`src/rtl/wdr_pkg.sv`:
```
// package for the watchdog refresh timer: sfr map, field positions, reset values, counts
package wdr_pkg;

  // special function register addresses (8-bit sfr space)
  localparam logic [7:0] WDR_ADDR_EN_ZERO = 8'ha8;
  localparam logic [7:0] WDR_ADDR_EN_ONE = 8'hb8;
  localparam logic [7:0] WDR_ADDR_RELOAD = 8'h86;
  localparam logic [7:0] WDR_ADDR_PRIO_ZERO = 8'ha9;

  // field positions
  localparam int WDR_ARM_BIT = 6;
  localparam int WDR_CONFIRM_BIT = 6;
  localparam int WDR_PRIO_STATUS_BIT = 6;
  localparam int WDR_PRESEL_BIT = 7;

  // reset values
  localparam logic [7:0] WDR_REG_RST = 8'h00;
  localparam logic [15:0] WDR_CNT_RST = 16'h0000;

  // terminal count and timing
  localparam logic [15:0] WDR_TERMINAL = 16'h7cff;
  localparam int WDR_PRE2_DIV = 2;
  localparam int WDR_PRE16_DIV = 16;
  localparam int WDR_BASE_DIV = 12;
  localparam logic [3:0] WDR_ARM_WINDOW = 4'hc;
  localparam logic [1:0] WDR_RST_HOLD = 2'h2;
  localparam logic [3:0] WDR_BASE_LAST = 4'(WDR_BASE_DIV - 1);
  localparam logic [3:0] WDR_PRE16_LAST = 4'(WDR_PRE16_DIV - 1);

  // one sfr write or read request from the core
  typedef struct packed {
    logic wr;
    logic rd;
    logic [7:0] addr;
    logic [7:0] wdata;
  } wdr_sfr_req_t;

endpackage

```
`src/rtl/wdr_prescale.sv`:
```
// prescaler chain: 12-cycle base, divide by 2, optional divide by 16
`timescale 1ns/1ps
module wdr_prescale
  import wdr_pkg::*;
(
  // clock and reset
  input wire logic clk,
  input wire logic rst,
  // control
  input wire logic run,
  input wire logic sel16,
  input wire logic restart,
  // tick out
  output logic tick
);

  logic [3:0] base_r, base_nxt;
  logic half_r, half_nxt;
  logic [3:0] p16_r, p16_nxt;
  logic base_en;
  logic half_en;

  always_comb
  begin
    base_en = run && (base_r == WDR_BASE_LAST);
    half_en = base_en && half_r;
    base_nxt = base_r;
    half_nxt = half_r;
    p16_nxt = p16_r;
    if (restart || !run)
    begin
      base_nxt = 4'h0;
      half_nxt = 1'b0;
      p16_nxt = 4'h0;
    end
    else
    begin
      base_nxt = base_en ? 4'h0 : base_r + 4'h1;
      if (base_en)
        half_nxt = ~half_r;
      if (half_en)
        p16_nxt = p16_r + 4'h1;
    end
    // 12 x 2 = 24, or 24 x 16 = 384 clocks per count
    tick = sel16 ? (half_en && (p16_r == WDR_PRE16_LAST)) : half_en;
  end

  always_ff @(posedge clk)
  begin
    if (rst)
    begin
      base_r <= 4'h0;
      half_r <= 1'b0;
      p16_r <= 4'h0;
    end
    else
    begin
      base_r <= base_nxt;
      half_r <= half_nxt;
      p16_r <= p16_nxt;
    end
  end

endmodule

```
`src/rtl/wdr_timer.sv`:
```
// watchdog refresh timer: counter, arm/confirm refresh, status and reset request
// Function
// - 16-bit up-counter advancing every 24 clocks, or 384 with extra prescaler.
// - count path is divide-by-2 plus optional divide-by-16 prescaler.
// - external reset leaves watchdog disabled, counter and registers zero.
// - start-select level sampled during a watchdog reset starts watchdog automatically.
// - otherwise watchdog starts when start-select later becomes active.
// - a running watchdog stops only on internal reset.
// - counter at 7cffh asserts status combinationally.
// - status sets priority register bit 6 and requests device reset.
// - status clears on internal reset or when counter leaves terminal value.
// - confirm within 12 clocks of arm, else arm clears with no reload.
// - timely confirm reloads counter and clears arm bit.
// - arm bit is enable register zero bit 6, hardware-cleared after 12 cycles.
// - reload bit 7 selects divide-by-16; bits 6-0 are high-byte reload value.
// - confirm is enable register one bit 6; read returns started flag.
// - reset source held two clocks resets the device.
// - reload register readable and writable at any time.
`timescale 1ns/1ps
module wdr_timer
  import wdr_pkg::*;
(
  // clock and reset
  input wire logic clk,
  input wire logic rst,
  // external reset and start-select pins
  input wire logic ext_reset_pin,
  input wire logic start_sel_pin,
  // sfr port from the core
  input wire wdr_sfr_req_t sfr_req,
  output logic [7:0] sfr_rdata,
  // status and reset
  output logic wdt_status,
  output logic reset_request,
  output logic internal_rst,
  output logic started
);

  ////////////////////////////////////////////////////////////////////////////
  // pin synchronisers

  logic [1:0] ext_sync_r, ext_sync_nxt;
  logic [1:0] swd_sync_r, swd_sync_nxt;
  logic ext_lvl;
  logic swd_lvl;

  always_comb
  begin
    ext_sync_nxt = {ext_sync_r[0], ext_reset_pin};
    swd_sync_nxt = {swd_sync_r[0], start_sel_pin};
  end

  always_ff @(posedge clk)
  begin
    if (rst)
    begin
      ext_sync_r <= 2'h0;
      swd_sync_r <= 2'h0;
    end
    else
    begin
      ext_sync_r <= ext_sync_nxt;
      swd_sync_r <= swd_sync_nxt;
    end
  end

  assign ext_lvl = ext_sync_r[1];
  assign swd_lvl = swd_sync_r[1];

  ////////////////////////////////////////////////////////////////////////////
  // internal reset generation

  logic [1:0] ext_hold_r, ext_hold_nxt;
  logic [1:0] req_hold_r, req_hold_nxt;
  logic irst_r, irst_nxt;
  logic ext_seen_r, ext_seen_nxt;

  always_comb
  begin
    ext_hold_nxt = ext_lvl ? ((ext_hold_r == WDR_RST_HOLD) ? ext_hold_r : ext_hold_r + 2'h1) : 2'h0;
    req_hold_nxt = reset_request ? ((req_hold_r == WDR_RST_HOLD) ? req_hold_r : req_hold_r + 2'h1) : 2'h0;
    // a source held two clocks drives internal reset
    irst_nxt = (ext_hold_nxt == WDR_RST_HOLD) || (req_hold_nxt == WDR_RST_HOLD);
    ext_seen_nxt = ext_seen_r;
    if (ext_hold_nxt == WDR_RST_HOLD)
      ext_seen_nxt = 1'b1;
    else if (!irst_r)
      ext_seen_nxt = 1'b0;
  end

  always_ff @(posedge clk)
  begin
    if (rst)
    begin
      ext_hold_r <= 2'h0;
      req_hold_r <= 2'h0;
      irst_r <= 1'b1;
      ext_seen_r <= 1'b1;
    end
    else
    begin
      ext_hold_r <= ext_hold_nxt;
      req_hold_r <= req_hold_nxt;
      irst_r <= irst_nxt;
      ext_seen_r <= ext_seen_nxt;
    end
  end

  assign internal_rst = irst_r || rst;

  ////////////////////////////////////////////////////////////////////////////
  // start control, registers, refresh sequence

  typedef enum logic [1:0] {WDR_IDLE, WDR_RUN} wdr_state_t;

  wdr_state_t state_r, state_nxt;
  logic auto_r, auto_nxt;
  logic swd_prev_r, swd_prev_nxt;
  logic [7:0] reload_r, reload_nxt;
  logic [7:0] en_zero_other_r, en_zero_other_nxt;
  logic [7:0] en_one_other_r, en_one_other_nxt;
  logic [7:0] prio_zero_other_r, prio_zero_other_nxt;
  logic arm_r, arm_nxt;
  logic [3:0] arm_cnt_r, arm_cnt_nxt;
  logic [15:0] cnt_r, cnt_nxt;
  // one-cycle count enable from the prescaler chain
  logic tick;
  logic refresh;
  logic wr_en_zero;
  logic wr_en_one;

  function automatic logic sfr_hit(input wdr_sfr_req_t req, input logic [7:0] addr);
    sfr_hit = req.wr && (req.addr == addr);
  endfunction

  always_comb
  begin
    wr_en_zero = sfr_hit(sfr_req, WDR_ADDR_EN_ZERO);
    wr_en_one = sfr_hit(sfr_req, WDR_ADDR_EN_ONE);
    state_nxt = state_r;
    auto_nxt = auto_r;
    swd_prev_nxt = swd_lvl;
    reload_nxt = reload_r;
    en_zero_other_nxt = en_zero_other_r;
    en_one_other_nxt = en_one_other_r;
    prio_zero_other_nxt = prio_zero_other_r;
    arm_nxt = arm_r;
    arm_cnt_nxt = arm_cnt_r;
    cnt_nxt = cnt_r;
    refresh = 1'b0;
    if (irst_r)
    begin
      // everything cleared; a watchdog reset keeps the start-select capture
      state_nxt = WDR_IDLE;
      auto_nxt = swd_lvl && !ext_seen_r;
      reload_nxt = WDR_REG_RST;
      en_zero_other_nxt = WDR_REG_RST;
      en_one_other_nxt = WDR_REG_RST;
      prio_zero_other_nxt = WDR_REG_RST;
      arm_nxt = 1'b0;
      arm_cnt_nxt = 4'h0;
      cnt_nxt = WDR_CNT_RST;
    end
    else
    begin
      case (state_r)
        WDR_IDLE:
        begin
          if (auto_r)
            state_nxt = WDR_RUN;
          else if (swd_lvl && !swd_prev_r)
            state_nxt = WDR_RUN;
        end
        WDR_RUN:
          state_nxt = WDR_RUN;
        default:
          state_nxt = WDR_IDLE;
      endcase
      if (sfr_hit(sfr_req, WDR_ADDR_RELOAD))
        reload_nxt = sfr_req.wdata;
      // bits that do not belong to the watchdog are plain storage
      if (wr_en_zero)
        en_zero_other_nxt = sfr_req.wdata;
      if (wr_en_one)
        en_one_other_nxt = sfr_req.wdata;
      if (sfr_hit(sfr_req, WDR_ADDR_PRIO_ZERO))
        prio_zero_other_nxt = sfr_req.wdata;
      // confirm while armed reloads and disarms
      if (arm_r && wr_en_one && sfr_req.wdata[WDR_CONFIRM_BIT])
      begin
        refresh = 1'b1;
        arm_nxt = 1'b0;
        arm_cnt_nxt = 4'h0;
      end
      else if (wr_en_zero && sfr_req.wdata[WDR_ARM_BIT])
      begin
        arm_nxt = 1'b1;
        arm_cnt_nxt = 4'h0;
      end
      else if (arm_r)
      begin
        // window expiry disarms without reload
        arm_cnt_nxt = arm_cnt_r + 4'h1;
        if (arm_cnt_nxt == WDR_ARM_WINDOW)
          arm_nxt = 1'b0;
      end
      if (refresh)
        cnt_nxt = {1'b0, reload_r[6:0], 8'h00};
      else if (state_r == WDR_RUN && tick)
        cnt_nxt = cnt_r + 16'h0001;
    end
  end

  always_ff @(posedge clk)
  begin
    if (rst)
    begin
      state_r <= WDR_IDLE;
      auto_r <= 1'b0;
      swd_prev_r <= 1'b0;
      reload_r <= WDR_REG_RST;
      en_zero_other_r <= WDR_REG_RST;
      en_one_other_r <= WDR_REG_RST;
      prio_zero_other_r <= WDR_REG_RST;
      arm_r <= 1'b0;
      arm_cnt_r <= 4'h0;
      cnt_r <= WDR_CNT_RST;
    end
    else
    begin
      state_r <= state_nxt;
      auto_r <= auto_nxt;
      swd_prev_r <= swd_prev_nxt;
      reload_r <= reload_nxt;
      en_zero_other_r <= en_zero_other_nxt;
      en_one_other_r <= en_one_other_nxt;
      prio_zero_other_r <= prio_zero_other_nxt;
      arm_r <= arm_nxt;
      arm_cnt_r <= arm_cnt_nxt;
      cnt_r <= cnt_nxt;
    end
  end

  // prescale chain is restarted on refresh so each reload gives a full period
  wdr_prescale wdr_prescale_inst (
    .clk(clk),
    .rst(rst),
    .run(state_r == WDR_RUN && !irst_r),
    .sel16(reload_r[WDR_PRESEL_BIT]),
    .restart(refresh),
    .tick(tick)
  );

  ////////////////////////////////////////////////////////////////////////////
  // status, reset request and readback

  always_comb
  begin
    // decoded straight from the count, so it drops as soon as the count moves
    wdt_status = (state_r == WDR_RUN) && !irst_r && (cnt_r == WDR_TERMINAL);
    reset_request = wdt_status;
    started = (state_r == WDR_RUN);
  end

  logic [7:0] rdata_nxt;

  always_comb
  begin
    rdata_nxt = 8'h00;
    if (sfr_req.rd)
    begin
      case (sfr_req.addr)
        WDR_ADDR_EN_ZERO:
        begin
          rdata_nxt = en_zero_other_r;
          rdata_nxt[WDR_ARM_BIT] = arm_r;
        end
        WDR_ADDR_EN_ONE:
        begin
          rdata_nxt = en_one_other_r;
          rdata_nxt[WDR_CONFIRM_BIT] = started;
        end
        WDR_ADDR_PRIO_ZERO:
        begin
          rdata_nxt = prio_zero_other_r;
          rdata_nxt[WDR_PRIO_STATUS_BIT] = wdt_status;
        end
        WDR_ADDR_RELOAD:
          rdata_nxt = reload_r;
        default:
          rdata_nxt = 8'h00;
      endcase
    end
  end

  always_ff @(posedge clk)
  begin
    if (rst)
      sfr_rdata <= 8'h00;
    else
      sfr_rdata <= rdata_nxt;
  end

endmodule
```
`config.mk`:
```
export PLATFORM = sky130hd
export DESIGN_NAME = wdr_timer
export DESIGN_NICKNAME = d
export VERILOG_FILES = /design/src/rtl/wdr_pkg.sv /design/src/rtl/wdr_prescale.sv /design/src/rtl/wdr_timer.sv
export SDC_FILE = /design/constraint.sdc
export NUM_CORES = 1
export LEC_CHECK = 0
export BUFFER_PORTS_ARGS = -buffer_cell sky130_fd_sc_hd__buf_2
export CORE_UTILIZATION = 46
export CTS_CLUSTER_DIAMETER = 80
export CTS_CLUSTER_SIZE = 14
export DETAILED_ROUTE_END_ITERATION = 8
export PLACE_DENSITY = 0.7
export SKIP_LAST_GASP = 1
export SLEW_MARGIN = 25
export SYNTH_ARGS = -nofsm -noshare
export SYNTH_HDL_FRONTEND = slang
export SYNTH_SLANG_ARGS = --single-unit
export TNS_END_PERCENT = 5
```
`constraint.sdc`:
```
create_clock -name clk -period 3.8 [get_ports clk]
set_input_delay 0.38 -clock clk [delete_from_list [all_inputs] [get_ports clk]]
set_output_delay 0.38 -clock clk [all_outputs]
set_load 0.005 [all_outputs]
```
# ---- Yosys cells after proc, flatten, opt, wreduce, memory -nomap -nowiden
# Cells that the tools add are included.
# W data, S select, Z words.
dict set report op_classes {
  add_sub_neg 6
  mul 0
  div_mod_pow 0
  order_cmp 0
  eq_ne 14
  shift 0
  muxes 17
  bitwise_logic 2
  reduce_logical 32
}
# op count
set op_table {}
lappend op_table {{$eq A8 B8 Y1 const B} 4}
lappend op_table {{$pmux W8 S4} 1}
lappend op_table {{$mux W15} 2}
lappend op_table {{$add A16 B1 Y16 const B} 1}
lappend op_table {{$eq A16 B15 Y1 const B} 1}
lappend op_table {{$logic_and A1 B1 Y1} 15}
lappend op_table {{$add A4 B1 Y4 const B} 3}
lappend op_table {{$eq A4 B4 Y1 const B} 3}
lappend op_table {{$mux W2} 6}
lappend op_table {{$reduce_or A3 Y1} 3}
lappend op_table {{$eq A2 B2 Y1 const B} 4}
lappend op_table {{$reduce_or A2 Y1} 4}
lappend op_table {{$mux W1} 7}
lappend op_table {{$add A2 B1 Y2 const B} 2}
lappend op_table {{$logic_not A1 Y1} 4}
lappend op_table {{$pmux W2 S2} 1}
lappend op_table {{$reduce_or A4 Y1} 1}
lappend op_table {{$logic_or A1 B1 Y1} 3}
lappend op_table {{$ne A3 B3 Y1 const B} 1}
lappend op_table {{$eq A2 B1 Y1 const B} 1}
lappend op_table {{$logic_not A2 Y1} 1}
lappend op_table {{$not A1 Y1} 2}
lappend op_table {{$reduce_bool A2 Y1} 1}
dict set report word_totals {
  reg_bits 84
  latchBits 0
  mem_bits_rw 0
  romBits 0
  inputBits 22
  output_inout_bits 12
  wordCells 92
  memories 0
}

# ---- Longest topological paths before layout
dict set report logic_depth {
  word_depth 9
  mapped_depth 6
}

# ---- By module
# A second synthesis with hierarchy kept.
dict set report unflattened {
  hier_cells 379
  hier_area_um2 3454.6
}
# module n_inst cells_per_inst area_per_inst_um2 seq_area_each_um2
set modules_own_cells {}
lappend modules_own_cells {wdr_timer 1 331 3024.2 1421.4}
lappend modules_own_cells {wdr_prescale 1 48 430.4 180.2}

# ---- Worst setup path before layout
# No wires, ideal clock.
dict set report synth_timing {
  path_kind {reg-to-output}
  from {register cnt_r[0]}
  to {output port wdt_status}
  arrival_ns 1.394
  required_time_ns 3.420
  setup_slack_ns 2.026
  path_stages_with_launch 7
  cell_sequence {dfxtp_1 > ha_1 > inv_1 > nor3_1 > nand3_1 > inv_1 > buf_4}
}
dict set report synth_between {
  elab_chain_cells 2
}
# item line_no
set synth_lines {}
lappend synth_lines {{from (decl)} wdr_timer.sv:125} ;# logic [15:0] cnt_r, cnt_nxt;
lappend synth_lines {{from (signal assigned)} wdr_timer.sv:240} ;# cnt_r <= cnt_nxt;
lappend synth_lines {{$eq A16 B15 Y1} wdr_timer.sv:260} ;# wdt_status = (state_r == WDR_RUN) && !irst_r && (cnt_r == WDR_TERMINAL);
lappend synth_lines {{$logic_and A1 B1 Y1} wdr_timer.sv:260}
lappend synth_lines {{to (decl)} wdr_timer.sv:33} ;# output logic wdt_status,
# No other way between the ends.

# ---- Worst setup path in the final report
dict set report layout_timing {
  from {register cnt_r[0]}
  to {output port reset_request}
}
dict set report layout_between {
  elab_chain_cells 2
}
# item line_no
set layout_lines {}
lappend layout_lines {{$eq A16 B15 Y1} wdr_timer.sv:260}
lappend layout_lines {{$logic_and A1 B1 Y1} wdr_timer.sv:260}
lappend layout_lines {{to (decl)} wdr_timer.sv:34} ;# output logic reset_request,
# No other way between the ends.

==> flow_summary.toml <==
[worst_setup_path]
worstSetupPathType = "reg -> out"
slowest_delay_ps = 420
crit_path_start_kind = "flip-flop"
cp_data_arrival_time_ps = 2110
cp-end-kind = "output pin"
critPathSlowestCell = "nor3_1"
path_common_cell = "inv_1"
path_max_fanout = 5
crit_chain = "ha_1 -> inv_1 -> nor3_1 -> nand3_1 -> inv_1 -> buf_2"
required_ps = 3420

[cts]
cts_tree = "built"
cts_hold_buf = 0
cts.sinks = 80
post_cts_buffers = 0
h-tree-depth = 3
clock_path_buffers = 2
cts_resized = 0
root_buffer = "clkbuf_8"
cts.clk_slew.worst_paths_ps = 80
numCtsBuffers = 9
worstSkewPairLatency_ps = 350

[floorplanning]
dieHeight_um = 90.7
core-area_um2 = 7410
die_x_um = 90.7
rows = 31
dieArea_um2 = 8220
io_pins = 34
initial_utilization_pct = 48.8

[pwr]
cellLeakagePower_nw = 1.51
sequentialPowerShare_pct = 57.3
pwr-share-clk_pct = 38.7
switching_power_mw = 0.341
power.internal_mw = 1.13
p_per_area_nw_per_um2 = 367
comb_power_share_pct = 4.0
switching_share_pct = 23.1
p_total_mw = 1.48
vdd_drop_max_mv = 0.214

[logic_synthesis]
synth_area_leaders = "dfxtp_1, mux2i_1, nor2_1"
synth_edf_count = 0
synth_top_area_share_pct = 44.3
synth_common_cells = "dfxtp_1, nor2_1, nand3_1, mux2i_1, nand2_1"
yosysMostFrequentCell = "dfxtp_1"
synth_seq_cells = 80
syn_inst = 400
ys_types = 53
avgSynthCellArea_um2 = 9.04
ys.flop_type = "dfxtp_1"
synth.largest_area_cell = "dfxtp_1"
syn_nets = 428
ys_warn_count = 0
synthesis.area_um2 = 3620
ys_seq_area_share_pct = 44.3
ys_async_sr_fraction_pct = 0

[worst_hold_path]
min_path_type = "in -> reg"

[flow_run]
drv_cap = 0

[placement]
place_area_um2 = 3840
place_ws_ps = 1430
post-dp-hpwl_mm = 5.66
io_buffers = 33
place_inst = 516
gp_congestion = 0.830

[layout]
final_area_um2 = 4020
fin_util_pct = 54.3
layout.cells.non_filler = 531
diodes = 0
syn_to_final_growth_pct = 11.3
layout-drive-gt1-share_pct = 14.4
nets = 456

[grt]
grt_overflow_total = 0
antenna_found_initial = 0
gr-usage-all-layers_pct = 20.7
grt_max_degree = 27
first_global_vias = 2883
grt_pass1_wl_mm = 13.6

[routing]
vias_per_cell = 5.63
wirelength_mm = 7.87
drt-initial-drc-count = 193
firstDrtPassIters = 4
drc = 0
vias = 2991
antenna_left = 0
wl_per_cell_um = 14.8

[sta]
fin_worst_skew_ps = 6.12
fmax_mhz = 402
maxSlewHeadroom_pct = 60.4
timing.final.ws_setup_ps = 1310
finalHoldViolations = 0
post-route-min-period_ps = 2490
period_share_pct = 65.5
rsz0062_at_grt = "no"
fin_setup_tns_ps = 0
whs_ps = 240
final_max_slew_viol_count = 0
tightestPinTransition_ps = 593
setup_viol = 0

[run_status]
status = "finished clean"
cells by family after synthesis:
| logic type | share of synthesized area (%) |
|---|---|
| AND/OR/NAND/NOR | 26.5 |
| flip-flops | 44.3 |
| AO/OA/AOI/OAI | 12.1 |
| buffers and inverters | 4.46 |
| multiplexers | 8.62 |
| XOR/XNOR | 1.94 |
| adder cells (fa/ha/maj) | 2.08 |
layer usage:
layer / wire length [um] / part of all wire, % / vias to the layer above / track usage [%]
li1: - / - / 1503 / -
met1: 3660 / 47 / 1425 / 25.8
met2: 3850 / 49 / 55 / 34.8
met3: 249 / 3.2 / 8 / 4.55
met4: 109 / 1.4 / 0 / 7.66
met5: 0 / 0 / - / 0
worst paths after layout:
kind	from	endpoint	slack (ps)	depth (start not counted)
hold reg to reg	swd_sync_r[0]$_SDFF_PP0_	swd_sync_r[1]$_SDFF_PP0_	440	1
setup / recovery	cnt_r[0]$_SDFFE_PP0P_	reset_request	1310	6
setup reg to reg	arm_r$_SDFF_PP0_	cnt_r[15]$_SDFFE_PP0P_	1760	4
hold / removal	ext_reset_pin	ext_sync_r[0]$_SDFF_PP0_	240	2
layout by cell type (no fill, tap or decap), drive strengths merged, types with 2 or more instances in the layout:
| master | netlist | final |
|---|---|---|
| nor2b | 6 | 6 |
| nor4 | 2 | 2 |
| mux2i | 30 | 30 |
| o2bb2ai | 7 | 7 |
| xnor2 | 2 | 2 |
| clkinvlp | 0 | 2 |
| xor2 | 6 | 6 |
| nand4b | 6 | 6 |
| ha | 6 | 6 |
| o21ai | 8 | 8 |
| clkbuf | 10 | 11 |
| and4 | 4 | 4 |
| or4 | 7 | 7 |
| nand2 | 25 | 25 |
| nand2b | 5 | 5 |
| nor4bb | 3 | 3 |
| a22oi | 7 | 7 |
| nand4 | 13 | 13 |
| nor2 | 50 | 50 |
| a21oi | 22 | 22 |
| buf | 11 | 38 |
| and3 | 6 | 6 |
| dfxtp | 80 | 80 |
| o2111ai | 7 | 7 |
| o31ai | 4 | 4 |
| or3 | 2 | 2 |
| nor3b | 4 | 4 |
| inv | 15 | 16 |
| nand3 | 35 | 35 |
sequential cells by signal (all words and copies together) (netlist names), 2 cells and up:
register and cells:
reload_r 8, arm_cnt_r 4, cnt_r 16, sfr_rdata 8
ext_sync_r 2, wdr_prescale_inst.p16_r 4, en_one_other_r 7, swd_sync_r 2
en_zero_other_r 7, req_hold_r 2, prio_zero_other_r 7, wdr_prescale_inst.base_r 4
ext_hold_r 2
critical path: cells and delay by family (launching register included):
family,cells,cell delay (ps)
DFF,1,410
adders and majority gates,1,280
buffers and inverters,3,360
and+or+nand+nor,2,710
area by class of cell:
class                           instances  area (um2)
Multi-Input combinational cell        284        1860
Clock buffer                           11         151
Clock inverter                          4        28.8
Fill cell                             700        3380
Inverter                               15        56.3
Sequential cell                        80        1600
Tap cell                               99         124
Timing Repair Buffer                   38         203
power groups by stage:
stage,clock network [mW],registers (mW),logic (mW)
global placement,0,0.865,0.0569
CTS,0.587,0.845,0.0584
global route,0.625,0.846,0.0642
floorplan,0,0.864,0.0319
detailed placement,0,0.865,0.0581
finish,0.571,0.845,0.0586
Note: power is estimated with default switching activity, not from simulation.
